===== config.mk =====
export PLATFORM = sky130hd
export DESIGN_NAME = low_irq_enable_and_pin_config
export DESIGN_NICKNAME = d
export VERILOG_FILES = /design/src/include/low_irq_pkg.sv /design/src/design/low_irq_enable_and_pin_config.sv
export VERILOG_INCLUDE_DIRS = /design/src /design/src/include
export SDC_FILE = /design/constraint.sdc
export NUM_CORES = 1
export LEC_CHECK = 0
export ABC_AREA = 0
export BUFFER_PORTS_ARGS = -buffer_cell sky130_fd_sc_hd__buf_2
export CORE_UTILIZATION = 45
export DETAILED_ROUTE_END_ITERATION = 6
export GPL_TIMING_DRIVEN = 0
export PLACE_DENSITY = 0.76
export RECOVER_POWER = 50
export SYNTH_ARGS = -nofsm -noshare
export SYNTH_HDL_FRONTEND = slang
export SYNTH_SLANG_ARGS = --single-unit

===== constraint.sdc =====
create_clock -name clk -period 2.3 [get_ports clk]
set_clock_uncertainty 0.15 [all_clocks]
set_input_delay 0.46 -clock clk [delete_from_list [all_inputs] [get_ports clk]]
set_output_delay 0.46 -clock clk [all_outputs]
set_load 0.02 [all_outputs]

===== src/include/low_irq_cfg.svh =====
// constants of the proximity recalibration and low-interrupt enable registers
// assumes inclusion by bare name from the package and the design file
`ifndef LOW_IRQ_CFG_SVH
`define LOW_IRQ_CFG_SVH

`define LIC_ADDR_W 10
`define LIC_DATA_W 16
`define LIC_STAGES 12

`define LIC_OFF_RECAL_TIME 10'h004
`define LIC_OFF_LOW_IRQ_EN 10'h005

`define LIC_FP_RECAL_LSB 0
`define LIC_FP_RECAL_MSB 9
`define LIC_LP_RECAL_LSB 10
`define LIC_LP_RECAL_MSB 15
`define LIC_FP_RECAL_RST 10'h3FF
`define LIC_LP_RECAL_RST 6'h3F

`define LIC_STAGE_EN_LSB 0
`define LIC_STAGE_EN_MSB 11
`define LIC_PIN_FUNC_LSB 12
`define LIC_PIN_FUNC_MSB 13
`define LIC_PIN_TRIG_LSB 14
`define LIC_PIN_TRIG_MSB 15
`define LIC_LOW_IRQ_EN_RST 16'h0000
`define LIC_SYNC_FILL 2'h3

`endif


===== src/include/low_irq_pkg.sv =====
// types shared by the low-interrupt enable and pin configuration block
// assumes low_irq_cfg.svh is on the include path
`include "low_irq_cfg.svh"

package low_irq_pkg;

    // pin function field encodings
    typedef enum logic [1:0] {
        PIN_OFF = 2'h0,
        PIN_INPUT = 2'h1,
        PIN_OUT_LOW = 2'h2,
        PIN_OUT_HIGH = 2'h3
    } pin_func_t;

    // input trigger field encodings
    typedef enum logic [1:0] {
        TRIG_LEVEL_LOW = 2'h0,
        TRIG_RISE = 2'h1,
        TRIG_FALL = 2'h2,
        TRIG_LEVEL_HIGH = 2'h3
    } pin_trig_t;

    // one register access from the serial interface logic
    typedef struct packed {
        logic wr;
        logic rd;
        logic [`LIC_ADDR_W-1:0] addr;
        logic [`LIC_DATA_W-1:0] wdata;
    } reg_req_t;

    // pin drive toward the pad
    typedef struct packed {
        logic out;
        logic oe;
    } pin_drive_t;

endpackage


===== src/design/low_irq_enable_and_pin_config.sv =====
// recalibration time register, low-threshold interrupt enables and pin setup
// assumes register accesses come from serial logic on clk; pin is async
//
// Notes on behaviour
// - stage enable bit passes its low event
// - pin field 00 disables, 01 input
// - pin field 10 drives pin_assert active low, 11 active high
// - trigger 00 low level, 11 high
// - trigger 01 rising edge, 10 falling
// - full power recal bits 9:0, reset ones
// - low power recal bits 15:10, reset ones
// - enables, pin function, trigger reset zero
`timescale 1ns/1ps
`include "low_irq_cfg.svh"

module low_irq_enable_and_pin_config (
    // clock and reset
    input wire logic clk,
    input wire logic rst,
    // register access from serial interface logic
    input low_irq_pkg::reg_req_t req,
    output logic [`LIC_DATA_W-1:0] rdata,
    output logic rvalid,
    // conversion engine
    input wire logic [`LIC_STAGES-1:0] stage_low_exceeded,
    input wire logic other_irq,
    input wire logic pin_assert,
    output logic [`LIC_DATA_W-1:0] recal_time,
    // pins
    output logic int_n,
    input wire logic pin_in,
    output logic pin_out,
    output logic pin_oe,
    output logic pin_trigger
);

    logic [`LIC_DATA_W-1:0] recal_reg;
    logic [`LIC_DATA_W-1:0] low_en_reg;
    logic pin_s1;
    logic pin_s2;
    logic pin_prev;
    logic [1:0] sync_fill;

    // trigger decode of the synchronised pin for one trigger setting
    function automatic logic trig_hit(
        input logic [1:0] trig,
        input logic level,
        input logic up,
        input logic down
    );
        trig_hit = 1'b0;
        case (trig)
            low_irq_pkg::TRIG_LEVEL_LOW: trig_hit = ~level;
            low_irq_pkg::TRIG_LEVEL_HIGH: trig_hit = level;
            low_irq_pkg::TRIG_RISE: trig_hit = up;
            low_irq_pkg::TRIG_FALL: trig_hit = down;
        endcase
    endfunction

    wire hit_recal = req.addr == `LIC_OFF_RECAL_TIME;
    wire hit_low_en = req.addr == `LIC_OFF_LOW_IRQ_EN;
    wire [`LIC_STAGES-1:0] stage_en =
        low_en_reg[`LIC_STAGE_EN_MSB:`LIC_STAGE_EN_LSB];
    wire [`LIC_STAGES-1:0] stage_hit;
    wire [1:0] pin_func = low_en_reg[`LIC_PIN_FUNC_MSB:`LIC_PIN_FUNC_LSB];
    wire [1:0] pin_trig = low_en_reg[`LIC_PIN_TRIG_MSB:`LIC_PIN_TRIG_LSB];
    wire pin_is_input = pin_func == low_irq_pkg::PIN_INPUT;
    wire pin_is_out = pin_func[1];
    // edges held off until the chain holds real pin history after reset
    wire sync_ready = sync_fill == `LIC_SYNC_FILL;
    wire rise = sync_ready & pin_s2 & ~pin_prev;
    wire fall = sync_ready & ~pin_s2 & pin_prev;
    wire next_trigger = pin_is_input &
        trig_hit(pin_trig, pin_s2, rise, fall);
    wire low_any = |stage_hit;

    // each stage event passes only with its own enable bit
    for (genvar i = 0; i < `LIC_STAGES; i++) begin : g_stage
        assign stage_hit[i] = stage_low_exceeded[i] & stage_en[i];
    end
    wire next_int_n = ~(low_any | other_irq | next_trigger);
    wire next_pin_out = (pin_func == low_irq_pkg::PIN_OUT_HIGH) ?
        pin_assert : ~pin_assert;
    wire [`LIC_DATA_W-1:0] next_rdata =
        hit_recal ? recal_reg : (hit_low_en ? low_en_reg : 16'h0000);

    assign recal_time = recal_reg;

    // register bank
    always_ff @(posedge clk) begin
        if (rst) begin
            recal_reg <= {`LIC_LP_RECAL_RST, `LIC_FP_RECAL_RST};
            low_en_reg <= `LIC_LOW_IRQ_EN_RST;
        end else if (req.wr) begin
            if (hit_recal) begin
                recal_reg <= req.wdata;
            end
            if (hit_low_en) begin
                low_en_reg <= req.wdata;
            end
        end
    end

    // read answer one cycle after the request
    always_ff @(posedge clk) begin
        if (rst) begin
            rdata <= 16'h0000;
            rvalid <= 1'b0;
        end else begin
            rvalid <= req.rd;
            if (req.rd) begin
                rdata <= next_rdata;
            end
        end
    end

    // pin synchroniser and edge history
    always_ff @(posedge clk) begin
        if (rst) begin
            pin_s1 <= 1'b0;
            pin_s2 <= 1'b0;
            pin_prev <= 1'b0;
            sync_fill <= 2'h0;
        end else begin
            pin_s1 <= pin_in;
            pin_s2 <= pin_s1;
            pin_prev <= pin_s2;
            if (sync_fill != `LIC_SYNC_FILL) begin
                sync_fill <= sync_fill + 2'h1;
            end
        end
    end

    // registered pin and interrupt outputs
    always_ff @(posedge clk) begin
        if (rst) begin
            int_n <= 1'b1;
            pin_out <= 1'b0;
            pin_oe <= 1'b0;
            pin_trigger <= 1'b0;
        end else begin
            int_n <= next_int_n;
            pin_out <= pin_is_out & next_pin_out;
            pin_oe <= pin_is_out;
            pin_trigger <= next_trigger;
        end
    end
endmodule


==> impl_results.md <==
- Unrepaired setup endpoints after global routing: no
- Vias: 2050
- DR iter-0 viols: 81
- CP Data Required Time: 2.43 ns
- I/O pin count: 82
- Max FO, Critical Path: 10
- Total grt overflow: 0
- CTS tree: built
- F_max: 464 MHz
- Clock root buffer: clkbuf_8
- Total GRT Usage: 22.4%
- Vias in the first global route: 1788
- Commonest register cell after synthesis: dfxtp_1
- CP Launch Type: input pin
- Leak: 1.16 nW
- RR Endpoint: int_n
- Yosys warnings: 0
- Row count: 26
- Critical path class: input pin to register
- Core Area: 5110 um^2
- Outcome: complete, no violations
- WL/cell: 14.8 um
- Worst Hold Class: input pin to register
- Synth cell types: 30
- Post-synth top area share: 48.4%
- Ys async rst share: 0%
- Share of cells above drive strength 1: 24.6%
- Min-Delay Endpoint: recal_time[13]
- Most common cell after layout, fill and taps aside: dfxtp_1
- Pins Over Slew Limit: 0
- Ant. Diodes: 0
- Synthesized area per cell: 10.1 um^2
- Die extent in y: 75.0 um
- Cell accounting for the most synthesized area: dfxtp_1
- DRC violation count after routing: 0
- Reg clk slew, reported paths: 0.06 ns
- EDFF count, synth: 0
- Hold Fails Final Rpt: 0
- Reg2Reg Depth: 4
- Initial Util: 46.9%
- Pwr/cell area: 636 nW/um^2
- Placer Congestion: 0.782
- Final Routed Wirelength: 6.01 mm
- Routed Antenna Nets: 0
- Post-layout min period: 2.15 ns
- TritonRoute pass-1 iters: 4
- Most frequent cells in the layout: dfxtp_1 (58), clkbuf_1 (52), buf_2 (45), nor2b_1 (37), nor2_1 (36)
- Synth area leaders: dfxtp_1 (48%), nor2b_1 (9.7%), mux2_2 (7.5%)
- Avg Vias per Cell: 5.04
- Tcrit/Tclk final: 93.7%
- Element type at the critical path end: register
- Post-synth net total: 283
- Area growth from synthesis to layout: 26.9%
- CTS H-tree depth: 3
- Largest net degree at the start of global routing: 11
- Die W: 75.0 um
- Min-delay src: req[13]
- First-pass GRT wire length: 8.91 mm
- Layout Nets: 380
- # clock sinks: 58
- CTS max path bufs: 2
- Max-cap viol count: 0
- Hold Path Stages: 2
- R2R setup slack: 0.54 ns
- Post-CTS Hold Fix Bufs: 0
- DP Wirelength: 4.19 mm
- Syn Inst Count: 237
- Num CTS Buffers: 9
- Synth Register Bits: 58
- Dpl cell area: 2890 um^2
- Setup violations, final: 0
- Worst-margin pin slew: 0.612 ns
- Mapped cell area: 2400 um^2
- Critical R2R Launch: low_en_reg[6]
- Initial antenna violation count: 0
- Clock Latency Late Sink: 0.34 ns
- Total power: 1.93 mW
- Fin area: 3040 um^2
- IO buf count: 80
- Slew headroom: 59.2%
- Sequential fraction of the synthesis area: 48.4%
- Die ar.: 5620 um^2
- Worst Path Arrival: 2.28 ns
- Worst vdd ir: 0.417 mV
worst max-delay path, stage by stage:
cell	delay (ns)
buf_2	0.09
or4_4	0.58
nor4_4	0.37
buf_2	0.32
buf_2	0.28
a211o_1	0.16
worst max path at each step:
stage                 start             end  slack [ns]  depth (start not counted)
global placement    req[24]        rdata[7]       -0.29                          6
finish              req[24]   recal_time[8]        0.15                          6
floorplan           req[24]  low_en_reg[10]        0.01                          5
detailed placement  req[24]   low_en_reg[5]       -0.32                          6
global route        req[24]   recal_time[9]        0.08                          6
CTS                 req[24]       rdata[12]        0.02                          6
cells in the mapped netlist (2+ instances only):
cell	count
nor2b_1	37
a21oi_1	16
a22oi_1	4
a211o_1	16
buf_2	4
mux2i_1	17
nor4_4	2
nand2_1	4
mux2_2	16
nor2_1	36
nand2b_1	2
dfxtp_1	58
clkbuf_1	8
power breakdown:
part,internal [mW],switching (mW)
Combinational,0.0635,0.0750
Sequential,1.02,0.00734
Clock,0.410,0.361
cell families after synthesis:
| logic type | share of synthesized area (%) |
|---|---|
| adders and majority gates | 0.522 |
| xor gates and xnor gates | 0.731 |
| AOI/OAI and AO/OA | 12.2 |
| muxes | 14.6 |
| DFF | 48.4 |
| and+or+nand+nor | 20.8 |
| buffers and inverters | 2.71 |
through the flow:
stage               TNS (ns)  instances  hold WS, ns  util [%]  setup WS [ns]
global placement       -8.08        387        0.273      56.5         -0.294
global route               0        407        0.184      59.6         0.0768
finish                     0        407        0.196      59.6          0.146
floorplan                  0        237        0.264         -         0.0108
CTS                        0        401        0.158      59.5         0.0238
detailed placement     -8.31        387        0.283      56.5         -0.323
metal layers:
metal  global-route usage [%]  wire length, um  vias up
met5                        0                0        -
met4                     6.71               62        0
met3                     8.43              362        7
met2                     34.4             2810       62
met1                     29.3             2770      964
li1                         -                -     1017
repair_timing:
| action | 4_1_cts | 5_1_grt |
|---|---|---|
| gates resized for setup | 0 | 1 |
| buffers inserted | 0 | 6 |
| setup endpoints to repair | 0 | 20 |
final cells by class:
cell class                 instances  area, um^2
timing repair buffer              86         397
sequential                        58        1160
fill                             501        2060
clock buffer                      14         153
tap                               70        87.6
multi-input combinational        165        1180
buffer                            14        65.1
Power figures use the tool's default switching activity.
